==> src/pkg/cxs_pkg.sv <==
// Purpose: Shared constants and types for the core exception sequencer
// Assumes: 20 MHz core clock, 16-bit memory bus with word addressing by byte
// Notes:   Vector numbers are decimal; offsets are byte addresses from table base
package cxs_pkg;

    localparam logic [23:0] CXS_TABLE_BASE   = 24'h00_0000;
    localparam int          CXS_TABLE_WORDS  = 512;
    localparam int          CXS_TABLE_BYTES  = 1024;

    localparam logic [7:0]  CXS_VEC_RESET_SP = 8'h00;
    localparam logic [7:0]  CXS_VEC_RESET_PC = 8'h01;
    localparam logic [7:0]  CXS_VEC_ADDRERR  = 8'h03;
    localparam logic [7:0]  CXS_VEC_ILLEGAL  = 8'h04;
    localparam logic [7:0]  CXS_VEC_DIVZERO  = 8'h05;
    localparam logic [7:0]  CXS_VEC_BOUNDS   = 8'h06;
    localparam logic [7:0]  CXS_VEC_OVFTRAP  = 8'h07;
    localparam logic [7:0]  CXS_VEC_PRIV     = 8'h08;
    localparam logic [7:0]  CXS_VEC_TRACE    = 8'h09;
    localparam logic [7:0]  CXS_VEC_LINE_A   = 8'h0A;
    localparam logic [7:0]  CXS_VEC_LINE_F   = 8'h0B;
    localparam logic [7:0]  CXS_VEC_FORMAT   = 8'h0E;
    localparam logic [7:0]  CXS_VEC_AUTO0    = 8'h18;
    localparam logic [7:0]  CXS_VEC_TRAP0    = 8'h20;
    localparam logic [7:0]  CXS_VEC_USER0    = 8'h40;

    localparam logic [3:0]  CXS_OPC_LINE_A   = 4'hA;
    localparam logic [3:0]  CXS_OPC_LINE_F   = 4'hF;

    localparam int          CXS_SW_S_BIT     = 13;
    localparam int          CXS_SW_T_BIT     = 15;
    localparam int          CXS_SW_IPL_LSB   = 8;
    localparam logic [15:0] CXS_SW_RESET     = 16'h2700;
    localparam logic [2:0]  CXS_IPL_MAX      = 3'h7;

    localparam logic [2:0]  CXS_FC_SUP_DATA  = 3'h5;
    localparam logic [2:0]  CXS_FC_SUP_PROG  = 3'h6;

    typedef enum logic [3:0] {
        CXS_EX_NONE    = 4'h0,
        CXS_EX_ADDRERR = 4'h1,
        CXS_EX_ILLEGAL = 4'h2,
        CXS_EX_DIVZERO = 4'h3,
        CXS_EX_BOUNDS  = 4'h4,
        CXS_EX_OVFTRAP = 4'h5,
        CXS_EX_PRIV    = 4'h6,
        CXS_EX_TRACE   = 4'h7,
        CXS_EX_OPCODE  = 4'h8,
        CXS_EX_TRAP    = 4'h9,
        CXS_EX_FORMAT  = 4'hA,
        CXS_EX_USER    = 4'hB
    } cxs_cause_t;

    typedef enum logic [3:0] {
        CXS_ST_IDLE   = 4'h0,
        CXS_ST_PUSHLO = 4'h1,
        CXS_ST_PUSHHI = 4'h2,
        CXS_ST_PUSHSW = 4'h3,
        CXS_ST_VECHI  = 4'h4,
        CXS_ST_VECLO  = 4'h5,
        CXS_ST_SSPHI  = 4'h6,
        CXS_ST_SSPLO  = 4'h7,
        CXS_ST_DONE   = 4'h8
    } cxs_state_t;

    typedef struct packed {
        cxs_cause_t  cause;
        logic [3:0]  trapNum;
        logic [15:0] opcode;
        logic [7:0]  userVec;
        logic [31:0] retPc;
    } cxs_req_t;

    typedef struct packed {
        logic        valid;
        logic        write;
        logic [2:0]  space;
        logic [23:0] addr;
        logic [15:0] wdata;
    } cxs_bus_t;

endpackage

==> src/design/cxs_sequencer.sv <==
// Purpose: Exception entry sequencer: status update, vectoring, stacking, vector fetch
// Assumes: Memory bus answers each cycle with memAck; instruction engine holds request
// Notes:   Interrupts are autovectored only; no vector acknowledge cycle exists
//
// Functional notes
// - Copy the status word on entry to every exception except reset.
// - Entry sets the supervisor flag and clears the trace flag.
// - Reset and interrupts also update the priority mask in the status word.
// - Vector number is generated internally and drives the vector address.
// - Non-reset exceptions push a frame on the supervisor stack; reset pushes nothing.
// - Last, fetch new program counter from the vector and resume there.
// - Vector table is 1,024 bytes at address 0, four-byte entries.
// - Interrupt level k uses autovector 24+k; no external acknowledge.
// - Reset loads stack pointer from offset 000 and counter from 004.
// - Trap operand n selects vector 32+n.
// - Opcodes 1010xxxx use vector 10; opcodes 1111xxxx use vector 11.
// - Fault vectors: address 3, illegal 4, divide 5, bounds 6, overflow 7, etc.
// - Vectors 64 to 255 are user vectors, offsets 100 to 3FC.
// - Reset vector fetches use program space; others use data space.
// - Bus cycle order may differ from the functional step order.
// - Traps, divides, bounds, overflow, return, illegal and privilege raise exceptions.
// - Interrupt taken between instructions only when level exceeds the mask.
`timescale 1ns/1ps
`default_nettype none

module cxs_sequencer (
    input  wire logic             clk,
    input  wire logic             sys_rst,
    input  wire logic             instrBoundary,
    input  wire logic             excReq,
    input  wire cxs_pkg::cxs_req_t excInfo,
    input  wire logic [2:0]       priorityRequestLines,
    input  wire logic [15:0]      statusWordIn,
    input  wire logic             statusWordLoad,
    input  wire logic [31:0]      supStackIn,
    input  wire logic             memAck,
    input  wire logic [15:0]      memRdata,
    output var  cxs_pkg::cxs_bus_t memBus,
    output logic [15:0]           statusWord,
    output logic [31:0]           supervisorStackPointer,
    output logic [31:0]           newPc,
    output logic                  resumeFetch,
    output logic                  busy,
    output logic                  excAccept,
    output logic [7:0]            vectorNumber
);

    // Vector selection shared by faults, traps and user vectors; interrupts take the autovector directly
    function automatic logic [7:0] cxs_vector(input cxs_pkg::cxs_req_t r);
        case (r.cause)
            cxs_pkg::CXS_EX_ADDRERR: cxs_vector = cxs_pkg::CXS_VEC_ADDRERR;
            cxs_pkg::CXS_EX_ILLEGAL: cxs_vector = cxs_pkg::CXS_VEC_ILLEGAL;
            cxs_pkg::CXS_EX_DIVZERO: cxs_vector = cxs_pkg::CXS_VEC_DIVZERO;
            cxs_pkg::CXS_EX_BOUNDS:  cxs_vector = cxs_pkg::CXS_VEC_BOUNDS;
            cxs_pkg::CXS_EX_OVFTRAP: cxs_vector = cxs_pkg::CXS_VEC_OVFTRAP;
            cxs_pkg::CXS_EX_PRIV:    cxs_vector = cxs_pkg::CXS_VEC_PRIV;
            cxs_pkg::CXS_EX_TRACE:   cxs_vector = cxs_pkg::CXS_VEC_TRACE;
            cxs_pkg::CXS_EX_FORMAT:  cxs_vector = cxs_pkg::CXS_VEC_FORMAT;
            cxs_pkg::CXS_EX_OPCODE: begin
                if (r.opcode[15:12] == cxs_pkg::CXS_OPC_LINE_A) begin
                    cxs_vector = cxs_pkg::CXS_VEC_LINE_A;
                end else if (r.opcode[15:12] == cxs_pkg::CXS_OPC_LINE_F) begin
                    cxs_vector = cxs_pkg::CXS_VEC_LINE_F;
                end else begin
                    cxs_vector = cxs_pkg::CXS_VEC_ILLEGAL;
                end
            end
            cxs_pkg::CXS_EX_TRAP:    cxs_vector = cxs_pkg::CXS_VEC_TRAP0 + {4'h0, r.trapNum};
            cxs_pkg::CXS_EX_USER: begin
                // User range only; lower numbers fall back to the user base
                cxs_vector = (r.userVec < cxs_pkg::CXS_VEC_USER0) ?
                             cxs_pkg::CXS_VEC_USER0 : r.userVec;
            end
            default:                 cxs_vector = cxs_pkg::CXS_VEC_ILLEGAL;
        endcase
    endfunction

    // Byte address of a vector entry (word half selects high/low)
    function automatic logic [23:0] cxs_vec_addr(input logic [7:0] v, input logic lo);
        cxs_vec_addr = cxs_pkg::CXS_TABLE_BASE + {14'h0, v, lo, 1'b0};
    endfunction

    cxs_pkg::cxs_state_t stateQ;
    logic                isResetQ;
    logic [15:0]         savedSwQ;
    logic [31:0]         retPcQ;
    logic [15:0]         pcHiQ;
    logic [15:0]         sspHiQ;
    logic                rstSeenQ;

    logic [2:0] curMask;
    logic       irqTake;
    logic       excTake;
    assign curMask = statusWord[cxs_pkg::CXS_SW_IPL_LSB +: 3];
    assign irqTake = instrBoundary && (priorityRequestLines > curMask);
    assign excTake = excReq && (excInfo.cause != cxs_pkg::CXS_EX_NONE);

    // Sequencer: reset path fetches stack pointer then counter, others push then vector
    always_ff @(posedge clk) begin
        if (sys_rst) begin
            stateQ    <= cxs_pkg::CXS_ST_IDLE;
            isResetQ  <= 1'b1;
            rstSeenQ  <= 1'b1;
        end else begin
            case (stateQ)
                cxs_pkg::CXS_ST_IDLE: begin
                    if (rstSeenQ) begin
                        rstSeenQ <= 1'b0;
                        isResetQ <= 1'b1;
                        stateQ   <= cxs_pkg::CXS_ST_SSPHI;
                    end else if (excTake) begin
                        // Synchronous faults outrank a pending interrupt
                        isResetQ <= 1'b0;
                        stateQ   <= cxs_pkg::CXS_ST_PUSHLO;
                    end else if (irqTake) begin
                        isResetQ <= 1'b0;
                        stateQ   <= cxs_pkg::CXS_ST_PUSHLO;
                    end
                end
                cxs_pkg::CXS_ST_PUSHLO: if (memAck) stateQ <= cxs_pkg::CXS_ST_PUSHHI;
                cxs_pkg::CXS_ST_PUSHHI: if (memAck) stateQ <= cxs_pkg::CXS_ST_PUSHSW;
                cxs_pkg::CXS_ST_PUSHSW: if (memAck) stateQ <= cxs_pkg::CXS_ST_VECHI;
                cxs_pkg::CXS_ST_SSPHI:  if (memAck) stateQ <= cxs_pkg::CXS_ST_SSPLO;
                cxs_pkg::CXS_ST_SSPLO:  if (memAck) stateQ <= cxs_pkg::CXS_ST_VECHI;
                cxs_pkg::CXS_ST_VECHI:  if (memAck) stateQ <= cxs_pkg::CXS_ST_VECLO;
                cxs_pkg::CXS_ST_VECLO:  if (memAck) stateQ <= cxs_pkg::CXS_ST_DONE;
                cxs_pkg::CXS_ST_DONE:   stateQ <= cxs_pkg::CXS_ST_IDLE;
                default:                stateQ <= cxs_pkg::CXS_ST_IDLE;
            endcase
        end
    end

    // Handshake and vector number outputs
    always_ff @(posedge clk) begin
        if (sys_rst) begin
            excAccept    <= 1'b0;
            vectorNumber <= 8'h00;
        end else begin
            excAccept <= 1'b0;
            if (stateQ == cxs_pkg::CXS_ST_IDLE) begin
                if (rstSeenQ) begin
                    vectorNumber <= cxs_pkg::CXS_VEC_RESET_SP;
                end else if (excTake) begin
                    excAccept    <= 1'b1;
                    vectorNumber <= cxs_vector(excInfo);
                end else if (irqTake) begin
                    vectorNumber <= cxs_pkg::CXS_VEC_AUTO0 + {5'h00, priorityRequestLines};
                end
            end else if (stateQ == cxs_pkg::CXS_ST_SSPLO && memAck) begin
                vectorNumber <= cxs_pkg::CXS_VEC_RESET_PC;
            end
        end
    end

    // Status word: copy, supervisor on, trace off, mask update for reset and interrupt
    always_ff @(posedge clk) begin
        if (sys_rst) begin
            statusWord <= cxs_pkg::CXS_SW_RESET;
            savedSwQ   <= 16'h0000;
        end else if (stateQ == cxs_pkg::CXS_ST_IDLE && !rstSeenQ && (excTake || irqTake)) begin
            savedSwQ <= statusWord;
            statusWord[cxs_pkg::CXS_SW_S_BIT] <= 1'b1;
            statusWord[cxs_pkg::CXS_SW_T_BIT] <= 1'b0;
            if (!excTake) begin
                statusWord[cxs_pkg::CXS_SW_IPL_LSB +: 3] <= priorityRequestLines;
            end
        end else if (stateQ == cxs_pkg::CXS_ST_IDLE && rstSeenQ) begin
            statusWord <= cxs_pkg::CXS_SW_RESET;
        end else if (stateQ == cxs_pkg::CXS_ST_IDLE && statusWordLoad) begin
            statusWord <= statusWordIn;
        end
    end

    // Return address, stack pointer and fetched words
    always_ff @(posedge clk) begin
        if (sys_rst) begin
            retPcQ                 <= 32'h0000_0000;
            supervisorStackPointer <= 32'h0000_0000;
            pcHiQ                  <= 16'h0000;
            sspHiQ                 <= 16'h0000;
            newPc                  <= 32'h0000_0000;
        end else begin
            if (stateQ == cxs_pkg::CXS_ST_IDLE && !rstSeenQ && (excTake || irqTake)) begin
                retPcQ                 <= excInfo.retPc;
                supervisorStackPointer <= supStackIn;
            end
            if (memAck) begin
                case (stateQ)
                    cxs_pkg::CXS_ST_PUSHLO,
                    cxs_pkg::CXS_ST_PUSHHI,
                    cxs_pkg::CXS_ST_PUSHSW: begin
                        supervisorStackPointer <= supervisorStackPointer - 32'h0000_0002;
                    end
                    cxs_pkg::CXS_ST_SSPHI: sspHiQ <= memRdata;
                    cxs_pkg::CXS_ST_SSPLO: supervisorStackPointer <= {sspHiQ, memRdata};
                    cxs_pkg::CXS_ST_VECHI: pcHiQ <= memRdata;
                    cxs_pkg::CXS_ST_VECLO: newPc <= {pcHiQ, memRdata};
                    default: ;
                endcase
            end
        end
    end

    // Memory bus request: stacking predecrements, vector words read high then low
    // The reset path reads the stack pointer before the counter; pushes precede the
    // vector read, which this order is free to choose.
    always_ff @(posedge clk) begin
        if (sys_rst) begin
            memBus      <= '0;
            resumeFetch <= 1'b0;
            busy        <= 1'b1;
        end else begin
            resumeFetch <= (stateQ == cxs_pkg::CXS_ST_VECLO) && memAck;
            // Busy drops with the resume pulse and stays low through the closing state
            busy        <= !((stateQ == cxs_pkg::CXS_ST_VECLO) && memAck) &&
                           ((stateQ == cxs_pkg::CXS_ST_IDLE) ? (rstSeenQ || excTake || irqTake)
                                                             : (stateQ != cxs_pkg::CXS_ST_DONE));
            memBus.valid <= 1'b0;
            memBus.write <= 1'b0;
            memBus.space <= cxs_pkg::CXS_FC_SUP_DATA;
            memBus.addr  <= 24'h00_0000;
            memBus.wdata <= 16'h0000;
            case (stateQ)
                cxs_pkg::CXS_ST_PUSHLO: begin
                    memBus.valid <= 1'b1;
                    memBus.write <= 1'b1;
                    memBus.addr  <= supervisorStackPointer[23:0] - 24'h00_0002;
                    memBus.wdata <= retPcQ[15:0];
                end
                cxs_pkg::CXS_ST_PUSHHI: begin
                    memBus.valid <= 1'b1;
                    memBus.write <= 1'b1;
                    memBus.addr  <= supervisorStackPointer[23:0] - 24'h00_0002;
                    memBus.wdata <= retPcQ[31:16];
                end
                cxs_pkg::CXS_ST_PUSHSW: begin
                    memBus.valid <= 1'b1;
                    memBus.write <= 1'b1;
                    memBus.addr  <= supervisorStackPointer[23:0] - 24'h00_0002;
                    memBus.wdata <= savedSwQ;
                end
                cxs_pkg::CXS_ST_SSPHI, cxs_pkg::CXS_ST_SSPLO: begin
                    memBus.valid <= 1'b1;
                    memBus.space <= cxs_pkg::CXS_FC_SUP_PROG;
                    memBus.addr  <= cxs_vec_addr(cxs_pkg::CXS_VEC_RESET_SP,
                                                 stateQ == cxs_pkg::CXS_ST_SSPLO);
                end
                cxs_pkg::CXS_ST_VECHI, cxs_pkg::CXS_ST_VECLO: begin
                    memBus.valid <= 1'b1;
                    memBus.space <= isResetQ ? cxs_pkg::CXS_FC_SUP_PROG
                                             : cxs_pkg::CXS_FC_SUP_DATA;
                    memBus.addr  <= cxs_vec_addr(vectorNumber,
                                                 stateQ == cxs_pkg::CXS_ST_VECLO);
                end
                default: ;
            endcase
        end
    end

endmodule

`default_nettype wire

==> config.mk <==
export PLATFORM = sky130hd
export DESIGN_NAME = cxs_sequencer
export DESIGN_NICKNAME = d
export VERILOG_FILES = /design/src/pkg/cxs_pkg.sv /design/src/design/cxs_sequencer.sv
export SDC_FILE = /design/constraint.sdc
export NUM_CORES = 1
export LEC_CHECK = 0
export ABC_AREA = 1
export ABC_CLOCK_PERIOD_IN_PS = 5300
export BUFFER_PORTS_ARGS = -buffer_cell sky130_fd_sc_hd__buf_2
export CAP_MARGIN = 25
export CORE_MARGIN = 5
export CORE_UTILIZATION = 45
export CTS_BUF_LIST = sky130_fd_sc_hd__clkbuf_4 sky130_fd_sc_hd__clkbuf_8
export DETAILED_ROUTE_END_ITERATION = 8
export PLACE_DENSITY = 0.7
export SYNTH_ARGS = -nofsm -noshare
export SYNTH_HDL_FRONTEND = slang
export SYNTH_SLANG_ARGS = --single-unit
==> constraint.sdc <==
create_clock -name clk -period 5.3 [get_ports clk]
set_input_delay 0.53 -clock clk [delete_from_list [all_inputs] [get_ports clk]]
set_output_delay 0.53 -clock clk [all_outputs]
set_load 0.01 [all_outputs]
==> results list <==
- The flow ran to the end, and the final reports show no timing, DRC or antenna violations.
- STA classifies the critical path endpoint as a flop.
- Area growth from synthesis to layout: 23.49%
- DIE WIDTH: 157.4 um
* Final worst-path cycle share: 0.6176
- Class of the most critical setup path: flop to flop
- The floorplan step defined a die boundary enclosing approximately 25000 um^2.
- Measured against its own limit, the worst slew margin works out to 0.3413.
- The worst-case IR drop observed on VDD is 0.2729 mV.
* Top library cells by usage in the layout, fill and taps aside: nor2_1 (307), nand2_1 (294), buf_2 (260)
* Via count of the first global-routing pass: between 9000 and 10000
* Count of port buffers added during placement: between 200 and 300
* Register clock-pin slew on the reported worst setup and hold paths: approximately 0.06 ns
- After routing, the total negative slack on setup checks comes to 0 ns.
- CP arrival: 3.67 ns
- The final-report max-slew violation count is 0.
- Post-CTS timing repair inserted 0 buffers for setup.
- In this run the power density over the cells is between 600 and 700 nW/um^2.
- Residual DRC: 0
- Dividing the detail-routed wire length by the instance count gives between 15 and 20 um.
- Max-cap violations in this run came to 0.
* Clock latency reported for the late side of the worst-skew pair: 0.54 ns
- Fraction of the yosys area taken by sequential cells: 0.4546
- Achievable Freq: between 0.3 and 0.4 GHz
- In the synthesized netlist, the number of instances is between 1000 and 1500.
- Hold timing on the final database bottoms out at a slack of about 0.25 ns.
- Total GRT Usage: 0.2500
* Cell Area, Placed: 11210 um^2
- Initial antenna violation count: 3
- Buffer depth of the longest clock path: 3
* Post-synthesis register bit count: roughly 220
- In this run the cell area of the synthesized design comes to about 10000 um^2.
- Worst-path maximum fanout: slightly below 90
- Cell row count: between 50 and 60
- DIE HEIGHT: 157.4 um
- Core area: ~22000 um^2
- CTS-repair resized insts: 0
- Leading register cell type out of synthesis: dfxtp_1
- Final net count: around 1800
- The number of endpoints with negative hold slack in the final report was 0.
* Share of synthesized registers carrying an async set or reset: 0
- Largest net degree at the start of global routing: between 80 and 90
- STA classifies the critical path startpoint as a flop.
* Initial cell density of the core: 0.4521
- The number of different library cells used by synthesis comes to 31.
- The library cell used most frequently in the layout, excluding fill and tap cells, is nor2_1.
- Pre-antenna DRT Iters: 7
* RePlAce Congestion: a little over 0.9
- The number of nets handed over by synthesis was 1588.
* Minimum clock period after layout: roughly 3.3 ns
* Leakage component of the power: 6.110 nW
- Drt via density: between 5 and 6
- Synthesized area per cell: 6.770 um^2
- In this run, post-CTS hold repair placed 0 buffers.
- Antenna violation net count after detailed routing: 0
- The tree built by TritonCTS fans out to approximately 220 sinks.
- Wire length of the first global-routing pass: 49830 um
- # setup viols final: 0
- Once layout is done, the placed cells without fillers occupy roughly 12000 um^2.
* CP required: about 5.7 ns
- Routed wire length: 31800 um
* Final HPWL from detailed placement: between 20000 and 25000 um
* Warning count from the yosys run: 0
* Hold crit path type: input port to flop
- In this run, CTS created clock tree buffers numbering 39.
- Number of H-tree branching levels: 2
- Worst clock skew on the final layout: approximately 0.022 ns
- The routed layout has a little over 10000 vias.
- TritonCTS built the clock tree.
* Clock root buffer: clkbuf_8
- Setup repair after global routing left no endpoint under its margin.
- Fraction of final layout cells with drive strength greater than 1: 0.2076
- Register-to-Register Setup Slack: just over 2 ns
- For the pin with the worst max-slew slack, the measured transition is ~0.99 ns.
- The first routing iteration left 685 violations.
- Total global routing overflow: 0
- The synthesized design contains 0 enable-type register cells.
- 273 I/O pins were placed.
## final cells by class
type	instances	area (um^2)
Multi-Input combinational cell	1017	4543
Fill cell	2202	9549
Antenna cell	1	2.502
Clock inverter	5	90.09
Tap cell	280	350.3
Timing Repair Buffer	267	1354
Inverter	137	515.5
Sequential cell	222	4444
Clock buffer	62	772.0
## cell usage after synthesis (7+ instances only)
| cell | instances | area share |
|---|---|---|
| buf_2 | 17 | 0.0087 |
| nand3b_1 | 10 | 0.0077 |
| inv_1 | 131 | 0.050 |
| dfxtp_1 | 222 | 0.45 |
| ha_1 | 7 | 0.0090 |
| o211ai_1 | 13 | 0.010 |
| a21oi_1 | 79 | 0.040 |
| clkbuf_1 | 46 | 0.018 |
| nand4_1 | 11 | 0.0070 |
| nand3_1 | 109 | 0.056 |
| o21ai_0 | 157 | 0.080 |
| nor2_1 | 308 | 0.12 |
| nand2_1 | 294 | 0.11 |
## metrics by stage
stage / power, mW / std cells / utilization / worst slack, ns
floorplan: 4.561 / 1444 / - / 3.263
global placement: 5.609 / 1923 / 0.5183 / 1.913
detailed placement: 5.657 / 1923 / 0.5183 / 1.850
CTS: 7.399 / 1990 / 0.5582 / 2.077
global route: 8.015 / 1991 / 0.5583 / 1.726
finish: 7.401 / 1991 / 0.5583 / 2.027
## registers in the layout (all words and copies together), names as in the netlist, 4 cells and up
name and cells:
pcHiQ 16, memBus 45, savedSwQ 16, sspHiQ 16, stateQ 4, newPc 32, retPcQ 32, vectorNumber 8
supervisorStackPointer 32, statusWord 16
## routing by layer
metal,up-vias,wire (um),track usage
met5,-,21,0
met4,4,890,0.08029
met3,70,3255,0.06874
met2,433,14220,0.3914
met1,4621,13420,0.3363
li1,5110,-,-
## cells by family (layout without fill, tap and decap cells)
family / Yosys count / in the layout / synth area share
compound gates: 260 / 260 / 0.1394
simple gates: 750 / 750 / 0.3161
fa+ha+maj: 7 / 7 / 0.008959
flops: 222 / 222 / 0.4546
other cells: 0 / 1 / 0
buf+inv: 205 / 471 / 0.08089
## final timing paths
path	start	endpoint	cells past startpoint
worst min register to register	retPcQ[31]	retPcQ[31]	2
worst max register to register	statusWord[10]	supervisorStackPointer[29]	13
worst min-delay path	statusWordIn[13]	statusWord[13]	3
worst max-delay path	statusWord[10]	supervisorStackPointer[29]	13
## critical path, stage by stage, from the launching register on
cell	delay, ns
dfxtp_1	0.35
inv_1	0.08
ha_1	0.31
a21oi_1	0.15
nand2_1	0.06
nand2_1	0.15
nand2_1	0.43
nand2_2	0.39
buf_4	0.73
nand2_1	0.12
nand3_1	0.10
nand2_1	0.06
nor2_1	0.10
nor2_1	0.05
## where the power goes
group,internal [mW],switching (mW)
clock,1.02,0.700
combinational,1.03,2.29
sequential,2.06,0.294
No activity file was read; power rests on OpenSTA's default activity.
